--- src/verilog/timer_cfg.svh ---
`ifndef TIMER_CFG_SVH
`define TIMER_CFG_SVH

// register byte offsets
`define ADDR_COUNT_START  12'h000
`define ADDR_MODE         12'h004
`define ADDR_COUNTER      12'h008
`define ADDR_CONTROL      12'h00C
`define ADDR_STATUS       12'h010

// mode register fields
`define MODE_LSB          0
`define MODE_MSB          1
`define MODE_PULSE_BIT    2
`define MODE_GATE_EN_BIT  3
`define MODE_GATE_LVL_BIT 4
`define MODE_FREE_RUN_BIT 5
`define MODE_SRC_LSB      6
`define MODE_SRC_MSB      7
`define MODE_EDGE_BIT     8
`define MODE_EVT_SRC_BIT  9
`define MODE_DIR_EXT_BIT  10
`define MODE_DIR_SW_BIT   11
`define MODE_WIDTH        12

// prescaler divisions for three of the four clock sources
`define DIV_F8            8
`define DIV_F32           32
`define DIV_FSLOW         128

// reset values
`define RESET_COUNT       16'h0000
`define RESET_MODE        12'h000

`endif

--- src/verilog/timer_pkg.sv ---
package timer_pkg;
    // operating mode field encoding
    typedef enum logic [1:0] {
        MODE_TIMER   = 2'b00,
        MODE_EVENT   = 2'b01,
        MODE_ONESHOT = 2'b10,
        MODE_PWM     = 2'b11
    } timer_mode_e;
endpackage : timer_pkg
--- src/verilog/timer_event_counter.sv ---
`include "timer_cfg.svh"
// Behaviour
// 16-bit counter with 16-bit reload register
// mode chosen by two low mode bits
// timer mode counts one of four prescaled clocks
// timer counts down, reloads on underflow
// start flag starts and stops counting
// timer mode interrupt on each underflow
// counter read returns current count
// stopped write loads reload and counter
// running write loads reload only
// gate pin level starts and stops timer
// timer pulse output toggles on underflow
// single-phase event counting on every channel
// events: pin edges or neighbour overflow
// direction by software or external input
// event mode reloads on over/underflow
// free-run wraps without reloading
// event mode interrupt on over/underflow
// event pulse output toggles on over/underflow
// output pin is port, pulse or direction
// gated ticks count only while gate active
module timer_event_counter
    import timer_pkg::*;
#(
    parameter int WIDTH = 16
) (
    input  wire logic              clock_in,
    input  wire logic              reset_in,
    input  wire logic              psel_in,
    input  wire logic              penable_in,
    input  wire logic              pwrite_in,
    input  wire logic [11:0]       paddr_in,
    input  wire logic [31:0]       pwdata_in,
    output logic      [31:0]       prdata_out,
    output logic                   pready_out,
    output logic                   pslverr_out,
    input  wire logic              timer_input_pin_in,
    input  wire logic              timer_output_pin_in,
    input  wire logic              neighbor_a_group_timer_ovf_in,
    input  wire logic              b_group_third_timer_ovf_in,
    input  wire logic              slow_clock_tick_in,
    output logic                   timer_output_pin_out,
    output logic                   timer_output_pin_oe_out,
    output logic                   interrupt_request_out
);

    ////////////////////////////////////////////////////////////////////////
    // registers and state
    logic [WIDTH-1:0]       counter_reg;        // live count
    logic [WIDTH-1:0]       reload_reg;         // reload value
    logic                   start_reg;          // count start flag
    logic [`MODE_WIDTH-1:0] mode_reg;           // mode register
    logic                   port_level_reg;     // general port output level
    logic                   port_dir_reg;       // general port drives pin
    logic                   pulse_reg;          // toggling pulse output
    logic                   irq_reg;            // one-cycle interrupt request
    logic                   in_sync1_reg;       // input pin, first stage
    logic                   in_sync2_reg;       // input pin, synchronised
    logic                   in_prev_reg;        // previous synchronised input
    logic                   out_sync1_reg;      // direction pin, first stage
    logic                   out_sync2_reg;      // direction pin, synchronised
    logic                   slow_sync1_reg;     // slow clock, first stage
    logic                   slow_sync2_reg;     // slow clock, synchronised
    logic                   slow_prev_reg;      // previous slow clock level
    logic [4:0]             prescale_reg;       // free-running prescaler
    logic [31:0]            prdata_reg;         // registered read data

    ////////////////////////////////////////////////////////////////////////
    // decoded mode fields
    // plain slices of the mode word; mode codes 2 and 3 never tick
    timer_mode_e            mode;
    logic [1:0]             source_sel;
    logic                   pulse_en;
    logic                   gate_en;
    logic                   gate_level;
    logic                   free_run;
    logic                   edge_falling;
    logic                   event_from_timer;
    logic                   dir_external;
    logic                   dir_up_sw;

    assign mode             = timer_mode_e'(mode_reg[`MODE_MSB:`MODE_LSB]);
    assign source_sel       = mode_reg[`MODE_SRC_MSB:`MODE_SRC_LSB];
    assign pulse_en         = mode_reg[`MODE_PULSE_BIT];
    assign gate_en          = mode_reg[`MODE_GATE_EN_BIT];
    assign gate_level       = mode_reg[`MODE_GATE_LVL_BIT];
    assign free_run         = mode_reg[`MODE_FREE_RUN_BIT];
    assign edge_falling     = mode_reg[`MODE_EDGE_BIT];
    assign event_from_timer = mode_reg[`MODE_EVT_SRC_BIT];
    assign dir_external     = mode_reg[`MODE_DIR_EXT_BIT];
    assign dir_up_sw        = mode_reg[`MODE_DIR_SW_BIT];

    ////////////////////////////////////////////////////////////////////////
    // APB slave decode: zero wait states, unmapped reads zero with error
    // pready is tied high: every register answers in the first access cycle
    logic apb_access;
    logic apb_write;
    logic addr_hit;

    assign apb_access  = psel_in & penable_in;
    assign apb_write   = apb_access & pwrite_in;
    assign pready_out  = 1'b1;
    assign addr_hit    = (paddr_in == `ADDR_COUNT_START) | (paddr_in == `ADDR_MODE) |
                         (paddr_in == `ADDR_COUNTER) | (paddr_in == `ADDR_CONTROL) |
                         (paddr_in == `ADDR_STATUS);
    assign pslverr_out = apb_access & ~addr_hit;
    assign prdata_out  = prdata_reg;

    // read data is prepared in the setup cycle so it is stable in access
    // the snapshot costs a register but keeps a live mux off the access phase
    always_ff @(posedge clock_in) begin
        if (reset_in) begin
            prdata_reg <= 32'h0000_0000;
        end else if (psel_in & ~penable_in & ~pwrite_in) begin
            unique case (paddr_in)
                `ADDR_COUNT_START: prdata_reg <= {31'h0000_0000, start_reg};
                `ADDR_MODE:        prdata_reg <= {20'h0_0000, mode_reg};
                `ADDR_COUNTER:     prdata_reg <= {16'h0000, counter_reg};
                `ADDR_CONTROL:     prdata_reg <= {30'h0000_0000, port_dir_reg, port_level_reg};
                `ADDR_STATUS:      prdata_reg <= {30'h0000_0000, in_sync2_reg, timer_output_pin_out};
                default:           prdata_reg <= 32'h0000_0000;
            endcase
        end
    end

    ////////////////////////////////////////////////////////////////////////
    // software control registers
    // a write to an unmapped offset touches nothing; only pslverr reports it
    always_ff @(posedge clock_in) begin
        if (reset_in) begin
            start_reg      <= 1'b0;
            mode_reg       <= `RESET_MODE;
            port_level_reg <= 1'b0;
            port_dir_reg   <= 1'b0;
        end else if (apb_write) begin
            if (paddr_in == `ADDR_COUNT_START) begin
                start_reg <= pwdata_in[0];
            end
            if (paddr_in == `ADDR_MODE) begin
                mode_reg <= pwdata_in[`MODE_WIDTH-1:0];
            end
            if (paddr_in == `ADDR_CONTROL) begin
                port_level_reg <= pwdata_in[0];
                port_dir_reg   <= pwdata_in[1];
            end
        end
    end

    ////////////////////////////////////////////////////////////////////////
    // pin synchronisers: first stage feeds only the second
    // edge history resets low, so an idle-low pin gives no false edge after reset
    always_ff @(posedge clock_in) begin
        if (reset_in) begin
            in_sync1_reg   <= 1'b0;
            in_sync2_reg   <= 1'b0;
            in_prev_reg    <= 1'b0;
            out_sync1_reg  <= 1'b0;
            out_sync2_reg  <= 1'b0;
            slow_sync1_reg <= 1'b0;
            slow_sync2_reg <= 1'b0;
            slow_prev_reg  <= 1'b0;
        end else begin
            in_sync1_reg   <= timer_input_pin_in;
            in_sync2_reg   <= in_sync1_reg;
            in_prev_reg    <= in_sync2_reg;
            out_sync1_reg  <= timer_output_pin_in;
            out_sync2_reg  <= out_sync1_reg;
            slow_sync1_reg <= slow_clock_tick_in;
            slow_sync2_reg <= slow_sync1_reg;
            slow_prev_reg  <= slow_sync2_reg;
        end
    end

    ////////////////////////////////////////////////////////////////////////
    // prescaler: one free counter serves the divide-by-8 and divide-by-32 taps
    // it never stops, so the first prescaled tick after start may come early
    always_ff @(posedge clock_in) begin
        if (reset_in) begin
            prescale_reg <= 5'h00;
        end else begin
            prescale_reg <= prescale_reg + 5'h01;
        end
    end

    ////////////////////////////////////////////////////////////////////////
    // tick selection
    logic timer_tick;
    logic pin_edge;
    logic event_tick;
    logic gate_open;
    logic count_up;
    logic tick;

    // source choice among four prescaled clocks
    // the slow source counts rising edges of an outside clock, already synchronised
    always_comb begin
        unique case (source_sel)
            2'b00: timer_tick = 1'b1;
            2'b01: timer_tick = (prescale_reg[2:0] == 3'(`DIV_F8 - 1));
            2'b10: timer_tick = (prescale_reg[4:0] == 5'(`DIV_F32 - 1));
            2'b11: timer_tick = slow_sync2_reg & ~slow_prev_reg;
        endcase
    end

    // chosen edge of the input pin, or a neighbour overflow
    assign pin_edge   = edge_falling ? (in_prev_reg & ~in_sync2_reg)
                                     : (~in_prev_reg & in_sync2_reg);
    assign event_tick = event_from_timer ? (neighbor_a_group_timer_ovf_in | b_group_third_timer_ovf_in)
                                         : pin_edge;
    // gate qualifies each timer-mode tick with the pin level; event ticks ignore it
    assign gate_open  = ~gate_en | (in_sync2_reg == gate_level);
    // up when direction pin or software bit says so
    assign count_up   = dir_external ? out_sync2_reg : dir_up_sw;

    always_comb begin
        unique case (mode)
            MODE_TIMER:   tick = start_reg & timer_tick & gate_open;
            MODE_EVENT:   tick = start_reg & event_tick;
            default:      tick = 1'b0;
        endcase
    end

    ////////////////////////////////////////////////////////////////////////
    // wrap detection
    // a tick that finds the counter at its end value wraps instead of stepping
    logic             is_event;
    logic             going_up;
    logic             wrap;
    logic             do_reload;

    assign is_event  = (mode == MODE_EVENT);
    assign going_up  = is_event & count_up;
    assign wrap      = tick & (going_up ? (counter_reg == 16'hFFFF) : (counter_reg == 16'h0000));
    // free-run only applies in event counter mode
    assign do_reload = wrap & ~(is_event & free_run);

    ////////////////////////////////////////////////////////////////////////
    // counter and reload register
    logic cnt_write;
    assign cnt_write = apb_write & (paddr_in == `ADDR_COUNTER);

    always_ff @(posedge clock_in) begin
        if (reset_in) begin
            reload_reg <= `RESET_COUNT;
        end else if (cnt_write) begin
            reload_reg <= pwdata_in[WIDTH-1:0];
        end
    end

    // a write while stopped lands in the counter too; while running only on reload
    // a running write never disturbs the live count, so a period in flight ends as set
    always_ff @(posedge clock_in) begin
        if (reset_in) begin
            counter_reg <= `RESET_COUNT;
        end else if (cnt_write & ~start_reg) begin
            counter_reg <= pwdata_in[WIDTH-1:0];
        end else if (do_reload) begin
            counter_reg <= reload_reg;
        end else if (tick) begin
            // wrap in free-run falls out of the 16-bit arithmetic
            counter_reg <= going_up ? counter_reg + 16'h0001 : counter_reg - 16'h0001;
        end
    end

    ////////////////////////////////////////////////////////////////////////
    // interrupt request and pulse output
    // both follow the wrap by one edge, so pin and request change together
    always_ff @(posedge clock_in) begin
        if (reset_in) begin
            irq_reg   <= 1'b0;
            pulse_reg <= 1'b0;
        end else begin
            irq_reg <= wrap;
            if (wrap & pulse_en) begin
                pulse_reg <= ~pulse_reg;
            end
        end
    end

    assign interrupt_request_out = irq_reg;

    ////////////////////////////////////////////////////////////////////////
    // output pin: pulse output, direction input, or general port
    // direction input wins over pulse output so the pin is never driven against the outside
    logic pin_is_dir_input;
    assign pin_is_dir_input = is_event & dir_external;

    always_comb begin
        if (pulse_en & ~pin_is_dir_input) begin
            timer_output_pin_out    = pulse_reg;
            timer_output_pin_oe_out = 1'b1;
        end else if (pin_is_dir_input) begin
            // pin is released so the outside can steer the direction
            timer_output_pin_out    = 1'b0;
            timer_output_pin_oe_out = 1'b0;
        end else begin
            timer_output_pin_out    = port_level_reg;
            timer_output_pin_oe_out = port_dir_reg;
        end
    end

endmodule : timer_event_counter

--- config.mk ---
export PLATFORM = sky130hd
export DESIGN_NAME = timer_event_counter
export DESIGN_NICKNAME = d
export VERILOG_FILES = /design/src/verilog/timer_pkg.sv /design/src/verilog/timer_event_counter.sv
export VERILOG_INCLUDE_DIRS = /design/src /design/src/verilog
export SDC_FILE = /design/constraint.sdc
export NUM_CORES = 1
export LEC_CHECK = 0
export BUFFER_PORTS_ARGS = -buffer_cell sky130_fd_sc_hd__buf_4
export CORE_ASPECT_RATIO = 1.75
export CORE_MARGIN = 2
export CORE_UTILIZATION = 61
export CTS_BUF_LIST = sky130_fd_sc_hd__clkbuf_8
export DETAILED_ROUTE_END_ITERATION = 8
export PLACE_DENSITY_LB_ADDON = 0.12
export SYNTH_ARGS = -nofsm -noshare
export SYNTH_HDL_FRONTEND = slang
export SYNTH_SLANG_ARGS = --single-unit
--- constraint.sdc ---
create_clock -name clock_in -period 6.4 [get_ports clock_in]
set_input_delay 0.32 -clock clock_in [delete_from_list [all_inputs] [get_ports clock_in]]
set_output_delay 0.32 -clock clock_in [all_outputs]
set_load 0.02 [all_outputs]
==> impl_results.html, run 1 <==
<table>
<tr><th>Metric</th><th>Value</th></tr>
<tr><th colspan="2">Status</th></tr>
<tr><td>Result of the run</td><td>completed</td></tr>
<tr><th colspan="2">Critical path</th></tr>
<tr><td>Worst R2R Start</td><td>mode_reg[0]$_SDFFE_PP0P_</td></tr>
<tr><td>Most common cell on crit path</td><td>a21oi_1</td></tr>
<tr><td>Flop2flop setup slack</td><td>2.79 ns</td></tr>
<tr><td>Critical path's top delay family</td><td>simple AND/OR/NAND/NOR gates</td></tr>
<tr><td>Reg-to-reg critical path endpoint</td><td>counter_reg[8]$_SDFFE_PP0P_</td></tr>
<tr><td>Critical path startpoint category</td><td>flop</td></tr>
<tr><td>Data arrival time of the critical path</td><td>3.87 ns</td></tr>
<tr><td>Worst-path cell chain</td><td>nor2b_1 &gt; nand2_1 &gt; fa_1 &gt; a211oi_1 &gt; o21ai_0 &gt; a21oi_1 &gt; xnor2_1 &gt; a21oi_1 &gt; nor4_1</td></tr>
<tr><td>Required time of the worst setup path</td><td>6.66 ns</td></tr>
<tr><td>Maximum fanout along the worst path</td><td>17</td></tr>
<tr><td>Crit path max-delay cell type</td><td>fa_1</td></tr>
<tr><td>Number of buffers and inverters on the critical path</td><td>0</td></tr>
<tr><td>Delay of the slowest critical-path stage</td><td>between 0.6 and 0.7 ns</td></tr>
<tr><td>Number of gates on the worst path with buffers counted</td><td>9</td></tr>
<tr><td>Class of the most critical setup path</td><td>flop to flop</td></tr>
<tr><td>Crit. End Element</td><td>flop</td></tr>
<tr><td>Path depth of the worst reg2reg path</td><td>9</td></tr>
<tr><th colspan="2">Yosys</th></tr>
<tr><td>Synth Warn #</td><td>0</td></tr>
<tr><td>Number of flops mapped to enable cells by yosys</td><td>0</td></tr>
<tr><td>FFs w/ async S/R, synth</td><td>0</td></tr>
<tr><td>Adder and majority cell fraction of the synthesized area</td><td>0.0519</td></tr>
<tr><td>Dominant cell type by area after synthesis</td><td>dfxtp_1</td></tr>
<tr><td>Most area-consuming cells after synthesis</td><td>dfxtp_1 35%, nand2_1 6.8%, a21oi_1 6.5%, ha_1 4.7%, buf_4 3.0%</td></tr>
<tr><td>Count of mapped cells out of synthesis</td><td>561</td></tr>
<tr><td>Share of the yosys chip area belonging to registers</td><td>0.348</td></tr>
<tr><td>Most used standard cells in the synthesized netlist</td><td>81 x nand2_1, 78 x dfxtp_1, 58 x a21oi_1</td></tr>
<tr><td>Proportion of netlist area held by the largest area contributor</td><td>0.348</td></tr>
<tr><td>Total standard cell area after synthesis</td><td>0.00448 mm^2</td></tr>
<tr><td>Total of flip-flops plus latches after synthesis</td><td>78</td></tr>
<tr><td>Post-Synthesis Mean Instance Area</td><td>roughly 8.0 um^2</td></tr>
<tr><td>Share of the synthesized area in compound gates (AO/OA/AOI/OAI)</td><td>0.224</td></tr>
<tr><td>Most common cell in the synthesized netlist</td><td>nand2_1</td></tr>
<tr><td>Distinct cell type count after synthesis</td><td>between 60 and 70</td></tr>
<tr><td>Combinational family with the most area after synthesis</td><td>simple AND/OR/NAND/NOR gates</td></tr>
<tr><td>Multiplexer area fraction after synthesis</td><td>0.0299</td></tr>
<tr><td>Parity-gate share of the synthesized area counting xor and xnor cells</td><td>0.0234</td></tr>
<tr><td>Simple-gate share of the synthesized area</td><td>0.246</td></tr>
<tr><td>Flip-flop cell with the highest count after synthesis</td><td>dfxtp_1</td></tr>
<tr><th colspan="2">Routing</th></tr>
<tr><td>Average wire per standard cell</td><td>17.8 um</td></tr>
<tr><td>Post-detailed-route DRC marker count</td><td>0</td></tr>
<tr><td>Routed WL</td><td>approximately 12000 um</td></tr>
<tr><td>Drt via density</td><td>6.27</td></tr>
<tr><td>Detailed router's first-iteration violation count</td><td>371</td></tr>
<tr><td>Vias after detailed routing</td><td>4301</td></tr>
<tr><td>TritonRoute pass-1 iters</td><td>7</td></tr>
<tr><td>DRT antenna net count</td><td>0</td></tr>
<tr><th colspan="2">Flow run</th></tr>
<tr><td>Max-cap violation count</td><td>0</td></tr>
<tr><th colspan="2">Power and ir drop</th></tr>
<tr><td>Switching power</td><td>0.217 mW</td></tr>
<tr><td>Power per Cell Area</td><td>185 mW/mm^2</td></tr>
<tr><td>Worst IR drop on VDD</td><td>roughly 0.17 mV</td></tr>
<tr><td>Comb pwr share</td><td>0.059</td></tr>
<tr><td>Internal power</td><td>0.712 mW</td></tr>
<tr><td>Share of total power consumed by net switching</td><td>0.234</td></tr>
<tr><td>Sequential Power Share</td><td>0.529</td></tr>
<tr><td>Reported leakage power</td><td>2.00 nW</td></tr>
<tr><td>Share of power burned in the clock network</td><td>0.413</td></tr>
<tr><th colspan="2">Global route</th></tr>
<tr><td>Total routing usage reported by global routing</td><td>0.312</td></tr>
<tr><td>Number of antenna violations at the first check in global routing</td><td>0</td></tr>
<tr><td>Global-route wire length before repair</td><td>around 19000 um</td></tr>
<tr><td>Pin count of the biggest net entering global routing</td><td>80</td></tr>
<tr><td>Overflow left after global routing</td><td>0</td></tr>
<tr><td>Vias in the first global route</td><td>3964</td></tr>
<tr><th colspan="2">CTS</th></tr>
<tr><td>Number of H-tree levels</td><td>3</td></tr>
<tr><td>Worst-path clk slew</td><td>around 0.08 ns</td></tr>
<tr><td>CTS root buf</td><td>clkbuf_8</td></tr>
<tr><td>Cts bufs inserted</td><td>9</td></tr>
<tr><td>Post-CTS setup buffers</td><td>0</td></tr>
<tr><td>Total number of clock tree sinks</td><td>78</td></tr>
<tr><td>Number of gates resized after cts</td><td>0</td></tr>
<tr><td>Number of buffers on the longest clock path</td><td>2</td></tr>
<tr><td>Post-CTS Hold Fix Bufs</td><td>0</td></tr>
<tr><td>Clock tree from TritonCTS</td><td>done</td></tr>
<tr><td>Clock network latency to the later pin of the worst-skew pair</td><td>0.36 ns</td></tr>
<tr><th colspan="2">Worst hold path</th></tr>
<tr><td>Hold Path Depth</td><td>2</td></tr>
<tr><td>Hold WC Path Type</td><td>input pin to flop</td></tr>
<tr><td>WHS Endpoint</td><td>slow_sync1_reg$_SDFF_PP0_</td></tr>
<tr><td>Origin of the worst min-delay path</td><td>slow_clock_tick_in</td></tr>
<tr><th colspan="2">Placed design</th></tr>
<tr><td>Placed Area</td><td>0.00481 mm^2</td></tr>
<tr><td>Total half-perimeter wirelength after legalization and detailed placement</td><td>9000 um</td></tr>
<tr><td>Routability cong.</td><td>0.954</td></tr>
<tr><td>Number of buffers added on ports</td><td>57</td></tr>
<tr><th colspan="2">Timing</th></tr>
<tr><td>Number of max-slew violations in the final report</td><td>0</td></tr>
<tr><td>Final clock period utilization by the worst path</td><td>0.564</td></tr>
<tr><td>Setup violators final</td><td>0</td></tr>
<tr><td>Slew at the pin closest to its max-slew limit</td><td>1.11 ns</td></tr>
<tr><td>Minimum clock period</td><td>3.61 ns</td></tr>
<tr><td>Upper clock frequency limit</td><td>277 MHz</td></tr>
<tr><td>Slew Limit Headroom</td><td>0.261</td></tr>
<tr><td>Count of endpoints failing hold in the final timing report</td><td>0</td></tr>
<tr><td>Setup TNS</td><td>0 ns</td></tr>
<tr><td>Setup repair after global routing missed its margin</td><td>no</td></tr>
<tr><td>Worst clock skew</td><td>0.0117 ns</td></tr>
<tr><th colspan="2">Layout</th></tr>
<tr><td>Share of final-layout standard cells stronger than drive strength 1</td><td>0.148</td></tr>
<tr><td>Diodes inserted</td><td>0</td></tr>
<tr><td>Total of fill cells in the finished design</td><td>619</td></tr>
<tr><td>Total area of multi-input combinational cells</td><td>0.00264 mm^2</td></tr>
<tr><td>Storage element area</td><td>about 0.0016 mm^2</td></tr>
<tr><td>Nets</td><td>approximately 670</td></tr>
<tr><td>Post-route cell area</td><td>0.00501 mm^2</td></tr>
<tr><td>Post-synthesis to final-layout area growth</td><td>11.8%</td></tr>
<tr><th colspan="2">Floorplan</th></tr>
<tr><td>Effective utilization at floorplan</td><td>0.624</td></tr>
<tr><td>Die extent in x</td><td>68.8 um</td></tr>
<tr><td>Area of the core</td><td>0.00718 mm^2</td></tr>
<tr><td>DIE AREA</td><td>0.00808 mm^2</td></tr>
<tr><td>Number of top-level design ports</td><td>91</td></tr>
<tr><td>DIE HEIGHT</td><td>117 um</td></tr>
<tr><td>FP Rows</td><td>41</td></tr>
</table>
-- area by class of cell --
class                      instances  share of cell area
clock inverter                     5              0.0115
multi-input combinational        432               0.527
clock buffer                      11              0.0302
inverter                          16              0.0120
sequential                        78               0.311
timing repair buffer              58              0.0868
tap                               86              0.0215
-- cells in the final DEF (no fill, tap or decap), drive strengths merged, types with 8 or more instances in the layout --
cell	Yosys	routed
inv	16	16
clkbuf	20	11
nor4	11	11
nand3	17	17
a21oi	58	58
o21ai	26	26
buf	30	58
a22oi	11	11
a211oi	11	11
a2bb2oi	10	10
nor2b	16	16
ha	17	17
nor2	35	35
nand2b	9	9
and3	9	9
nand2	82	82
dfxtp	78	78
conb	2	17
mux2i	10	10
a31oi	8	8
nor3	9	9
-- power by group through the flow --
stage                     registers, mW  logic (mW)  clock network [mW]
after floorplan                   0.502      0.0349                   0
after global placement            0.502      0.0532                   0
after detailed placement          0.503      0.0538                   0
after CTS                         0.491      0.0541               0.386
after global routing              0.491      0.0594               0.405
final                             0.491      0.0546               0.383
-- layer usage --
| layer | up-vias | GRT usage | wire length (um) |
|---|---|---|---|
| met2 | 200 | 0.516 | 6120 |
| met1 | 2005 | 0.337 | 4480 |
| met4 | 0 | 0.222 | 859 |
| met3 | 53 | 0.0594 | 775 |
| met5 | - | 0 | 0 |
| li1 | 2043 | - | - |
-- per-stage QoR --
stage          setup slack, ns  utilization  power (mW)  hold slack, ns  cells
6_report                  2.79        0.698       0.929           0.171    686
5_1_grt                   2.41        0.698       0.956           0.182    686
3_3_place_gp              2.94        0.669       0.555           0.419    670
4_1_cts                   2.81        0.698       0.931           0.163    686
3_5_place_dp              2.85        0.669       0.556           0.427    670
2_1_floorplan             3.62            -       0.537           0.414    576
-- worst max-delay path by stage --
stage	startpoint	end	slack, ns
2_1_floorplan	mode_reg[0]$_SDFFE_PP0P_	counter_reg[14]$_SDFFE_PP0P_	3.62
3_3_place_gp	mode_reg[0]$_SDFFE_PP0P_	counter_reg[14]$_SDFFE_PP0P_	2.94
3_5_place_dp	mode_reg[0]$_SDFFE_PP0P_	counter_reg[8]$_SDFFE_PP0P_	2.85
4_1_cts	mode_reg[0]$_SDFFE_PP0P_	counter_reg[8]$_SDFFE_PP0P_	2.81
5_1_grt	mode_reg[0]$_SDFFE_PP0P_	counter_reg[8]$_SDFFE_PP0P_	2.41
6_report	mode_reg[0]$_SDFFE_PP0P_	counter_reg[8]$_SDFFE_PP0P_	2.79
-- cells by family after synthesis --
logic type      Yosys count
mux                      13
compound gates          155
flops                    78
xor+xnor                 12
simple gates            217
other cells               2
buf+inv                  66
fa+ha+maj                18
(Power assumes the default switching activity.)
==> run 2: changes to the inputs <==
--- a/config.mk
+++ b/config.mk
@@ -6,10 +6,11 @@
 export SDC_FILE = /design/constraint.sdc
 export NUM_CORES = 1
 export LEC_CHECK = 0
+export ABC_AREA = 1
 export BUFFER_PORTS_ARGS = -buffer_cell sky130_fd_sc_hd__buf_4
 export CORE_ASPECT_RATIO = 1.75
 export CORE_MARGIN = 2
-export CORE_UTILIZATION = 61
+export CORE_UTILIZATION = 52
 export CTS_BUF_LIST = sky130_fd_sc_hd__clkbuf_8
 export DETAILED_ROUTE_END_ITERATION = 8
 export PLACE_DENSITY_LB_ADDON = 0.12
==> constraint.sdc (replaced) <==
create_clock -name clock_in -period 3.2 [get_ports clock_in]
set_input_delay 0.16 -clock clock_in [delete_from_list [all_inputs] [get_ports clock_in]]
set_output_delay 0.16 -clock clock_in [all_outputs]
set_load 0.02 [all_outputs]
==> run 2 against run 1 <==
  * Global-route usage decreased by 3.8 points
  * Highest routed layer unchanged
  * Critical path depth up 3
  * Synthesized cell count grew 26%
  * Final area is 6.8% higher
  * Power grew 110%
  * The flow now finishes with violations (negative hold slack)
  * First-iteration DRC count fell by 39%
  * Clock skew is 0.0013 ns lower
  * Sequential power increased by 100%
  * Count of clock-buffer cells in the layout down 1
==> impl_results.html, run 2 <==
<table>
<tr><th>Metric</th><th>Value</th></tr>
<tr><th colspan="2">CTS</th></tr>
<tr><td>Total number of clock tree sinks</td><td>between 70 and 80</td></tr>
<tr><td>Cts bufs inserted</td><td>9</td></tr>
<tr><td>Clock tree from TritonCTS</td><td>done</td></tr>
<tr><td>Clock network latency to the later pin of the worst-skew pair</td><td>between 0.3 and 0.4 ns</td></tr>
<tr><td>Number of H-tree levels</td><td>3</td></tr>
<tr><td>CTS root buf</td><td>clkbuf_8</td></tr>
<tr><td>Number of buffers on the longest clock path</td><td>2</td></tr>
<tr><td>Post-CTS setup buffers</td><td>0</td></tr>
<tr><td>Worst-path clk slew</td><td>0.08 ns</td></tr>
<tr><th colspan="2">Yosys</th></tr>
<tr><td>Multiplexer area fraction after synthesis</td><td>0</td></tr>
<tr><td>Simple-gate share of the synthesized area</td><td>0.282</td></tr>
<tr><td>Adder and majority cell fraction of the synthesized area</td><td>0.0496</td></tr>
<tr><td>Total standard cell area after synthesis</td><td>about 0.0047 mm^2</td></tr>
<tr><td>Proportion of netlist area held by the largest area contributor</td><td>0.333</td></tr>
<tr><td>Count of mapped cells out of synthesis</td><td>just over 700</td></tr>
<tr><td>Most used standard cells in the synthesized netlist</td><td>165 x nand2_1, 96 x inv_1, 84 x a21oi_1</td></tr>
<tr><td>Synth Warn #</td><td>0</td></tr>
<tr><td>Share of the synthesized area in compound gates (AO/OA/AOI/OAI)</td><td>0.182</td></tr>
<tr><td>Post-Synthesis Mean Instance Area</td><td>roughly 6.7 um^2</td></tr>
<tr><td>Combinational family with the most area after synthesis</td><td>simple AND/OR/NAND/NOR gates</td></tr>
<tr><td>Dominant cell type by area after synthesis</td><td>dfxtp_1</td></tr>
<tr><td>Distinct cell type count after synthesis</td><td>38</td></tr>
<tr><td>Number of flops mapped to enable cells by yosys</td><td>0</td></tr>
<tr><td>Share of the yosys chip area belonging to registers</td><td>0.333</td></tr>
<tr><td>Most common cell in the synthesized netlist</td><td>nand2_1</td></tr>
<tr><td>FFs w/ async S/R, synth</td><td>0</td></tr>
<tr><td>Total of flip-flops plus latches after synthesis</td><td>78</td></tr>
<tr><td>Flip-flop cell with the highest count after synthesis</td><td>dfxtp_1</td></tr>
<tr><td>Most area-consuming cells after synthesis</td><td>dfxtp_1 33%, nand2_1 13%, a21oi_1 9.0%, inv_1 7.7%, o21ai_0 5.2%</td></tr>
<tr><td>Parity-gate share of the synthesized area counting xor and xnor cells</td><td>0.0187</td></tr>
<tr><th colspan="2">Power and ir drop</th></tr>
<tr><td>Share of power burned in the clock network</td><td>0.431</td></tr>
<tr><td>Total power of the final layout</td><td>1.97 mW</td></tr>
<tr><td>Power per Cell Area</td><td>368 mW/mm^2</td></tr>
<tr><td>Sequential Power Share</td><td>0.500</td></tr>
<tr><td>Comb pwr share</td><td>0.070</td></tr>
<tr><td>Switching power</td><td>0.475 mW</td></tr>
<tr><td>Worst IR drop on VDD</td><td>0.313 mV</td></tr>
<tr><td>Share of total power consumed by net switching</td><td>0.241</td></tr>
<tr><td>Internal power</td><td>1.50 mW</td></tr>
<tr><td>Reported leakage power</td><td>2.45 nW</td></tr>
<tr><th colspan="2">Layout</th></tr>
<tr><td>Total of fill cells in the finished design</td><td>872</td></tr>
<tr><td>Diodes inserted</td><td>0</td></tr>
<tr><td>Total area of multi-input combinational cells</td><td>approximately 0.0026 mm^2</td></tr>
<tr><td>Most frequent standard cell in the layout excluding fill and tap cells</td><td>nand2_1</td></tr>
<tr><td>Post-synthesis to final-layout area growth</td><td>14.0%</td></tr>
<tr><td>Nets</td><td>824</td></tr>
<tr><td>Share of final-layout standard cells stronger than drive strength 1</td><td>0.131</td></tr>
<tr><td>Post-route cell area</td><td>0.00535 mm^2</td></tr>
<tr><td>Commonest non-fill, non-tap cells in the layout</td><td>165 x nand2_1, 96 x inv_1, 84 x a21oi_1</td></tr>
<tr><td>Storage element area</td><td>0.00156 mm^2</td></tr>
<tr><th colspan="2">Timing</th></tr>
<tr><td>Slew at the pin closest to its max-slew limit</td><td>1.00 ns</td></tr>
<tr><td>Upper clock frequency limit</td><td>403 MHz</td></tr>
<tr><td>Setup violators final</td><td>0</td></tr>
<tr><td>Final clock period utilization by the worst path</td><td>0.775</td></tr>
<tr><td>Worst hold slack across all endpoints</td><td>-0.00336 ns</td></tr>
<tr><td>Slew Limit Headroom</td><td>0.332</td></tr>
<tr><td>Count of endpoints failing hold in the final timing report</td><td>1</td></tr>
<tr><td>Setup repair after global routing missed its margin</td><td>no</td></tr>
<tr><td>Setup TNS</td><td>0 ns</td></tr>
<tr><td>Worst clock skew</td><td>0.0103 ns</td></tr>
<tr><td>Minimum clock period</td><td>2.48 ns</td></tr>
<tr><td>Final setup slack of the worst path</td><td>0.720 ns</td></tr>
<tr><td>Number of max-slew violations in the final report</td><td>0</td></tr>
<tr><th colspan="2">Placed design</th></tr>
<tr><td>Total half-perimeter wirelength after legalization and detailed placement</td><td>9830 um</td></tr>
<tr><td>Routability cong.</td><td>0.904</td></tr>
<tr><td>Number of buffers added on ports</td><td>57</td></tr>
<tr><td>Placed Area</td><td>0.00510 mm^2</td></tr>
<tr><td>Setup slack after placement</td><td>0.747 ns</td></tr>
<tr><th colspan="2">Worst hold path</th></tr>
<tr><td>Hold Path Depth</td><td>3</td></tr>
<tr><td>Hold WC Path Type</td><td>input pin to flop</td></tr>
<tr><th colspan="2">Global route</th></tr>
<tr><td>Overflow left after global routing</td><td>0</td></tr>
<tr><td>Vias in the first global route</td><td>4492</td></tr>
<tr><td>Number of antenna violations at the first check in global routing</td><td>0</td></tr>
<tr><td>Pin count of the biggest net entering global routing</td><td>between 40 and 50</td></tr>
<tr><td>Total routing usage reported by global routing</td><td>0.274</td></tr>
<tr><td>Global-route wire length before repair</td><td>a little over 20000 um</td></tr>
<tr><th colspan="2">Flow run</th></tr>
<tr><td>Max-cap violation count</td><td>0</td></tr>
<tr><th colspan="2">Routing</th></tr>
<tr><td>Met3 WL post-DR</td><td>467 um</td></tr>
<tr><td>Met1 Routed Length</td><td>4930 um</td></tr>
<tr><td>Average wire per standard cell</td><td>14.6 um</td></tr>
<tr><td>DRT antenna net count</td><td>0</td></tr>
<tr><td>Detailed router's first-iteration violation count</td><td>226</td></tr>
<tr><td>Vias after detailed routing</td><td>~4600</td></tr>
<tr><td>TritonRoute pass-1 iters</td><td>5</td></tr>
<tr><td>Routed WL</td><td>12800 um</td></tr>
<tr><td>Met2 wire length</td><td>6750 um</td></tr>
<tr><td>Highest routed layer</td><td>met4</td></tr>
<tr><td>Drt via density</td><td>between 5 and 6</td></tr>
<tr><td>Post-detailed-route DRC marker count</td><td>0</td></tr>
<tr><th colspan="2">Floorplan</th></tr>
<tr><td>DIE HEIGHT</td><td>130 um</td></tr>
<tr><td>FP Rows</td><td>45</td></tr>
<tr><td>Area of the core</td><td>0.00873 mm^2</td></tr>
<tr><td>DIE AREA</td><td>about 0.0098 mm^2</td></tr>
<tr><td>Die extent in x</td><td>~76 um</td></tr>
<tr><td>Number of top-level design ports</td><td>around 90</td></tr>
<tr><td>Effective utilization at floorplan</td><td>0.538</td></tr>
<tr><th colspan="2">Critical path</th></tr>
<tr><td>Class of the most critical setup path</td><td>flop to flop</td></tr>
<tr><td>Data arrival time of the critical path</td><td>2.78 ns</td></tr>
<tr><td>Crit path max-delay cell type</td><td>ha_1</td></tr>
<tr><td>Most common cell on crit path</td><td>nand2_1</td></tr>
<tr><td>Delay of the slowest critical-path stage</td><td>around 0.41 ns</td></tr>
<tr><td>Worst-path cell chain</td><td>inv_2 &gt; nor2_4 &gt; nand3_4 &gt; ha_1 &gt; or2_2 &gt; nand3b_1 &gt; nand2_1 &gt; nand2_1 &gt; nand2_1 &gt; xor2_1 &gt; nand2_1 &gt; a21oi_1</td></tr>
<tr><td>Critical path startpoint category</td><td>flop</td></tr>
<tr><td>Maximum fanout along the worst path</td><td>18</td></tr>
<tr><td>Required time of the worst setup path</td><td>3.50 ns</td></tr>
<tr><td>Crit. End Element</td><td>flop</td></tr>
<tr><td>Path depth of the worst reg2reg path</td><td>12</td></tr>
<tr><th colspan="2">Status</th></tr>
<tr><td>Violations in the final reports</td><td>negative hold slack</td></tr>
<tr><td>Result of the run</td><td>finished, violations left</td></tr>
</table>
[run 2: worst max-delay path, delay by kind of cell (launching register included)]
kind | cells | cell delay [ns]
flip-flops | 1 | 0.38
buffers and inverters | 1 | 0.06
XOR/XNOR | 1 | 0.20
AO/OA/AOI/OAI | 1 | 0.14
AND/OR/NAND/NOR | 8 | 1.21
adder cells (fa/ha/maj) | 1 | 0.41
[run 2: logic make-up (layout without fill, tap and decap cells)]
| kind of cell | Yosys count | in the layout |
|---|---|---|
| compound gates | 165 | 165 |
| fa+ha+maj | 18 | 18 |
| xor+xnor | 10 | 10 |
| simple gates | 291 | 291 |
| other cells | 2 | 17 |
| buf+inv | 141 | 178 |
| flops | 78 | 78 |
[run 2: path summary, 6_finish.rpt]
kind	start	to	slack, ns
max	mode_reg[0]$_SDFFE_PP0P_	counter_reg[9]$_SDFFE_PP0P_	0.72
min	timer_input_pin_in	in_sync1_reg$_SDFF_PP0_	-0.003
max reg2reg	mode_reg[0]$_SDFFE_PP0P_	counter_reg[9]$_SDFFE_PP0P_	0.72
min reg2reg	slow_sync1_reg$_SDFF_PP0_	slow_sync2_reg$_SDFF_PP0_	0.40
[run 2: layout make-up]
type,instances,share of cell area
clock buffers,10,0.0257
clock inverters,6,0.0175
inverters,101,0.0717
multi-input cells,501,0.480
flip-flops and latches,78,0.292
well taps,117,0.0273
repair buffers,61,0.0865
[run 2: timing repair]
action / in CTS / in global routing
resized for setup: 0 / 0
hold buffers: 2 / 0
endpoints found under the hold margin: 2 / 0
[run 2: layer usage]
metal,vias up,GRT usage
met5,-,0
met4,0,0.154
met3,45,0.0409
met2,135,0.493
met1,2087,0.291
li1,2344,-
[run 2: per-stage QoR]
step | cells | util | hold WS, ns
after CTS | 874 | 0.613 | 0.00259
after global placement | 856 | 0.585 | 0.362
after global routing | 874 | 0.613 | 0.0104
after floorplan | 720 | - | 0.267
final | 874 | 0.613 | -0.00336
after detailed placement | 856 | 0.585 | 0.369
[run 2: power groups by stage]
stage / sequential (mW) / combinational, mW / clock, mW
2_1_floorplan: 1.01 / 0.0868 / 0
3_3_place_gp: 1.01 / 0.132 / 0
3_5_place_dp: 1.01 / 0.134 / 0
4_1_cts: 0.986 / 0.137 / 0.859
5_1_grt: 0.987 / 0.152 / 0.899
6_report: 0.985 / 0.137 / 0.849
==> run 3: changes to the inputs <==
--- a/config.mk
+++ b/config.mk
@@ -6,11 +6,11 @@
 export SDC_FILE = /design/constraint.sdc
 export NUM_CORES = 1
 export LEC_CHECK = 0
-export ABC_AREA = 1
+export ABC_AREA = 0
 export BUFFER_PORTS_ARGS = -buffer_cell sky130_fd_sc_hd__buf_4
 export CORE_ASPECT_RATIO = 1.75
 export CORE_MARGIN = 2
-export CORE_UTILIZATION = 52
+export CORE_UTILIZATION = 57
 export CTS_BUF_LIST = sky130_fd_sc_hd__clkbuf_8
 export DETAILED_ROUTE_END_ITERATION = 8
 export PLACE_DENSITY_LB_ADDON = 0.12
==> constraint.sdc (replaced) <==
create_clock -name clock_in -period 2.5 [get_ports clock_in]
set_input_delay 0.125 -clock clock_in [delete_from_list [all_inputs] [get_ports clock_in]]
set_output_delay 0.125 -clock clock_in [all_outputs]
set_load 0.02 [all_outputs]
==> run 3 against run 2 <==
  * The run now ends clean
  * Register-to-register slack worse by 0.71 ns
  * Highest routed layer unchanged
  * Global-route usage is 6.0 points higher
  * Non-clock buffer count is 38 higher
  * Critical path depth is 2 lower
  * Sequential share of layout area is 0.74 points lower
  * Largest power group unchanged
  * Die area is 12% lower
  * Critical endpoint unchanged
==> impl_results.html, run 3 (synthesis results as in run 1) <==
<table>
<tr><th>Metric</th><th>Value</th></tr>
<tr><th colspan="2">Status</th></tr>
<tr><td>Result of the run</td><td>completed</td></tr>
<tr><th colspan="2">Power and ir drop</th></tr>
<tr><td>Power per Cell Area</td><td>434 mW/mm^2</td></tr>
<tr><td>Sequential Power Share</td><td>0.526</td></tr>
<tr><td>Share of power burned in the clock network</td><td>0.413</td></tr>
<tr><td>Worst IR drop on VDD</td><td>0.381 mV</td></tr>
<tr><td>Switching power</td><td>between 0.6 and 0.7 mW</td></tr>
<tr><td>Comb pwr share</td><td>0.061</td></tr>
<tr><td>Total power of the final layout</td><td>between 2 and 2.5 mW</td></tr>
<tr><td>Reported leakage power</td><td>2.27 nW</td></tr>
<tr><td>Internal power</td><td>1.78 mW</td></tr>
<tr><td>Share of total power consumed by net switching</td><td>0.253</td></tr>
<tr><th colspan="2">Placed design</th></tr>
<tr><td>Routability cong.</td><td>0.973</td></tr>
<tr><td>Total half-perimeter wirelength after legalization and detailed placement</td><td>between 10000 and 15000 um</td></tr>
<tr><td>Instance count after placement with tap cells included</td><td>708</td></tr>
<tr><td>Number of buffers added on ports</td><td>between 50 and 60</td></tr>
<tr><td>Placed Area</td><td>0.00510 mm^2</td></tr>
<tr><th colspan="2">Global route</th></tr>
<tr><td>Vias in the first global route</td><td>4533</td></tr>
<tr><td>Number of antenna violations at the first check in global routing</td><td>0</td></tr>
<tr><td>Overflow left after global routing</td><td>0</td></tr>
<tr><td>Total routing usage reported by global routing</td><td>0.334</td></tr>
<tr><td>Global-route wire length before repair</td><td>22200 um</td></tr>
<tr><td>Pin count of the biggest net entering global routing</td><td>80</td></tr>
<tr><th colspan="2">Layout</th></tr>
<tr><td>Post-route cell area</td><td>between 0.005 and 0.006 mm^2</td></tr>
<tr><td>Total of fill cells in the finished design</td><td>about 600</td></tr>
<tr><td>Diodes inserted</td><td>0</td></tr>
<tr><td>Post-synthesis to final-layout area growth</td><td>22.7%</td></tr>
<tr><td>Commonest non-fill, non-tap cells in the layout</td><td>96 x buf_4, 80 x nand2_1, 76 x dfxtp_1</td></tr>
<tr><td>Nets</td><td>slightly above 700</td></tr>
<tr><td>Total area of multi-input combinational cells</td><td>0.00281 mm^2</td></tr>
<tr><td>Storage element area</td><td>0.00156 mm^2</td></tr>
<tr><td>Share of final-layout standard cells stronger than drive strength 1</td><td>0.238</td></tr>
<tr><td>Most frequent standard cell in the layout excluding fill and tap cells</td><td>buf_4</td></tr>
<tr><td>Number of non-filler instances in the completed layout</td><td>730</td></tr>
<tr><th colspan="2">CTS</th></tr>
<tr><td>Number of buffers on the longest clock path</td><td>2</td></tr>
<tr><td>Total number of clock tree sinks</td><td>78</td></tr>
<tr><td>Cts bufs inserted</td><td>9</td></tr>
<tr><td>Clock network latency to the later pin of the worst-skew pair</td><td>0.36 ns</td></tr>
<tr><td>Number of H-tree levels</td><td>3</td></tr>
<tr><td>Worst-path clk slew</td><td>0.09 ns</td></tr>
<tr><td>Clock tree from TritonCTS</td><td>done</td></tr>
<tr><td>CTS root buf</td><td>clkbuf_8</td></tr>
<tr><th colspan="2">Critical path</th></tr>
<tr><td>Crit. End Element</td><td>flop</td></tr>
<tr><td>Class of the most critical setup path</td><td>flop to flop</td></tr>
<tr><td>Path depth of the worst reg2reg path</td><td>10</td></tr>
<tr><td>Maximum fanout along the worst path</td><td>6</td></tr>
<tr><td>Required time of the worst setup path</td><td>2.77 ns</td></tr>
<tr><td>Data arrival time of the critical path</td><td>roughly 2.8 ns</td></tr>
<tr><td>Critical path startpoint category</td><td>flop</td></tr>
<tr><th colspan="2">Floorplan</th></tr>
<tr><td>Effective utilization at floorplan</td><td>0.589</td></tr>
<tr><td>FP Rows</td><td>42</td></tr>
<tr><td>DIE HEIGHT</td><td>121 um</td></tr>
<tr><td>Number of top-level design ports</td><td>91</td></tr>
<tr><td>Die extent in x</td><td>71.1 um</td></tr>
<tr><td>DIE AREA</td><td>approximately 0.0086 mm^2</td></tr>
<tr><td>Area of the core</td><td>~0.0076 mm^2</td></tr>
<tr><th colspan="2">Timing</th></tr>
<tr><td>Number of max-slew violations in the final report</td><td>0</td></tr>
<tr><td>Slew at the pin closest to its max-slew limit</td><td>0.851 ns</td></tr>
<tr><td>Setup TNS</td><td>0 ns</td></tr>
<tr><td>Slew Limit Headroom</td><td>0.433</td></tr>
<tr><td>Count of endpoints failing hold in the final timing report</td><td>0</td></tr>
<tr><td>Upper clock frequency limit</td><td>about 400 MHz</td></tr>
<tr><td>Setup violators final</td><td>0</td></tr>
<tr><td>Worst hold slack across all endpoints</td><td>between 0.01 and 0.015 ns</td></tr>
<tr><td>Worst clock skew</td><td>around 0.014 ns</td></tr>
<tr><td>Setup repair after global routing missed its margin</td><td>yes</td></tr>
<tr><td>Minimum clock period</td><td>2.49 ns</td></tr>
<tr><td>Final clock period utilization by the worst path</td><td>0.994</td></tr>
<tr><th colspan="2">Worst hold path</th></tr>
<tr><td>Hold WC Path Type</td><td>input pin to flop</td></tr>
<tr><td>Hold Path Depth</td><td>2</td></tr>
<tr><th colspan="2">Routing</th></tr>
<tr><td>Met1 Routed Length</td><td>4970 um</td></tr>
<tr><td>Post-detailed-route DRC marker count</td><td>0</td></tr>
<tr><td>Met3 WL post-DR</td><td>between 800 and 900 um</td></tr>
<tr><td>Routed WL</td><td>14300 um</td></tr>
<tr><td>Average wire per standard cell</td><td>19.7 um</td></tr>
<tr><td>Met2 wire length</td><td>7290 um</td></tr>
<tr><td>Drt via density</td><td>6.30</td></tr>
<tr><td>Detailed router's first-iteration violation count</td><td>slightly above 300</td></tr>
<tr><td>Highest routed layer</td><td>met4</td></tr>
<tr><td>DRT antenna net count</td><td>0</td></tr>
<tr><td>TritonRoute pass-1 iters</td><td>7</td></tr>
<tr><td>Vias after detailed routing</td><td>4600</td></tr>
<tr><th colspan="2">Flow run</th></tr>
<tr><td>Max-cap violation count</td><td>0</td></tr>
</table>
==> run 3: final timing paths <==
check,from,endpoint,slack [ns]
hold / removal,timer_input_pin_in,in_sync1_reg$_SDFF_PP0_,0.01
setup reg to reg,mode_reg[10]$_SDFFE_PP0P_,counter_reg[9]$_SDFFE_PP0P_,0.01
setup / recovery,mode_reg[10]$_SDFFE_PP0P_,counter_reg[9]$_SDFFE_PP0P_,0.01
hold reg to reg,reload_reg[15]$_SDFFE_PP0P_,reload_reg[15]$_SDFFE_PP0P_,0.46
==> run 3: metrics by stage <==
step | util | setup slack (ns)
final | 0.722 | 0.0142
after global routing | 0.722 | -0.0408
after CTS | 0.710 | 0.0354
after detailed placement | 0.669 | -0.119
after global placement | 0.669 | -0.111
after floorplan | - | 0.0687
==> run 3: repair_timing <==
action                                 CTS  global route
gates resized for setup                 17            15
buffers inserted                         0             3
hold buffers                             2             0
pin swaps                                5             9
setup endpoints to repair               10             9
gates cloned                             1             0
endpoints found under the hold margin    2             0
==> run 3: cell type report <==
cell class              count  share of cell area
multi-input cells         433               0.510
flip-flops and latches     78               0.284
repair buffers             99               0.138
clock buffers               9              0.0225
well taps                  88              0.0200
clock inverters             7              0.0141
inverters                  16              0.0109
==> run 3: critical path, stage by stage (launching register included) <==
cell and delay (ns):
dfxtp_2 0.34, mux2_4 0.34, nand2_4 0.14, ha_2 0.31, a21o_1 0.19, a211oi_2 0.30, o21ai_2 0.13, xor2_1 0.18
buf_4 0.15, a21oi_1 0.07, nor4_1 0.25
==> run 3: power by group through the flow <==
stage / clock, mW / combinational [mW] / sequential [mW]
2_1_floorplan: 0 / 0.0892 / 1.29
3_3_place_gp: 0 / 0.138 / 1.29
3_5_place_dp: 0 / 0.140 / 1.29
4_1_cts: 0.996 / 0.143 / 1.26
5_1_grt: 1.04 / 0.156 / 1.26
6_report: 0.986 / 0.145 / 1.26
==> run 3: routing by layer <==
layer  global-route usage  up-vias
met3               0.0606       84
met1                0.344     2130
met5                    0        -
met2                0.567      253
met4                0.287        0
li1                     -     2133
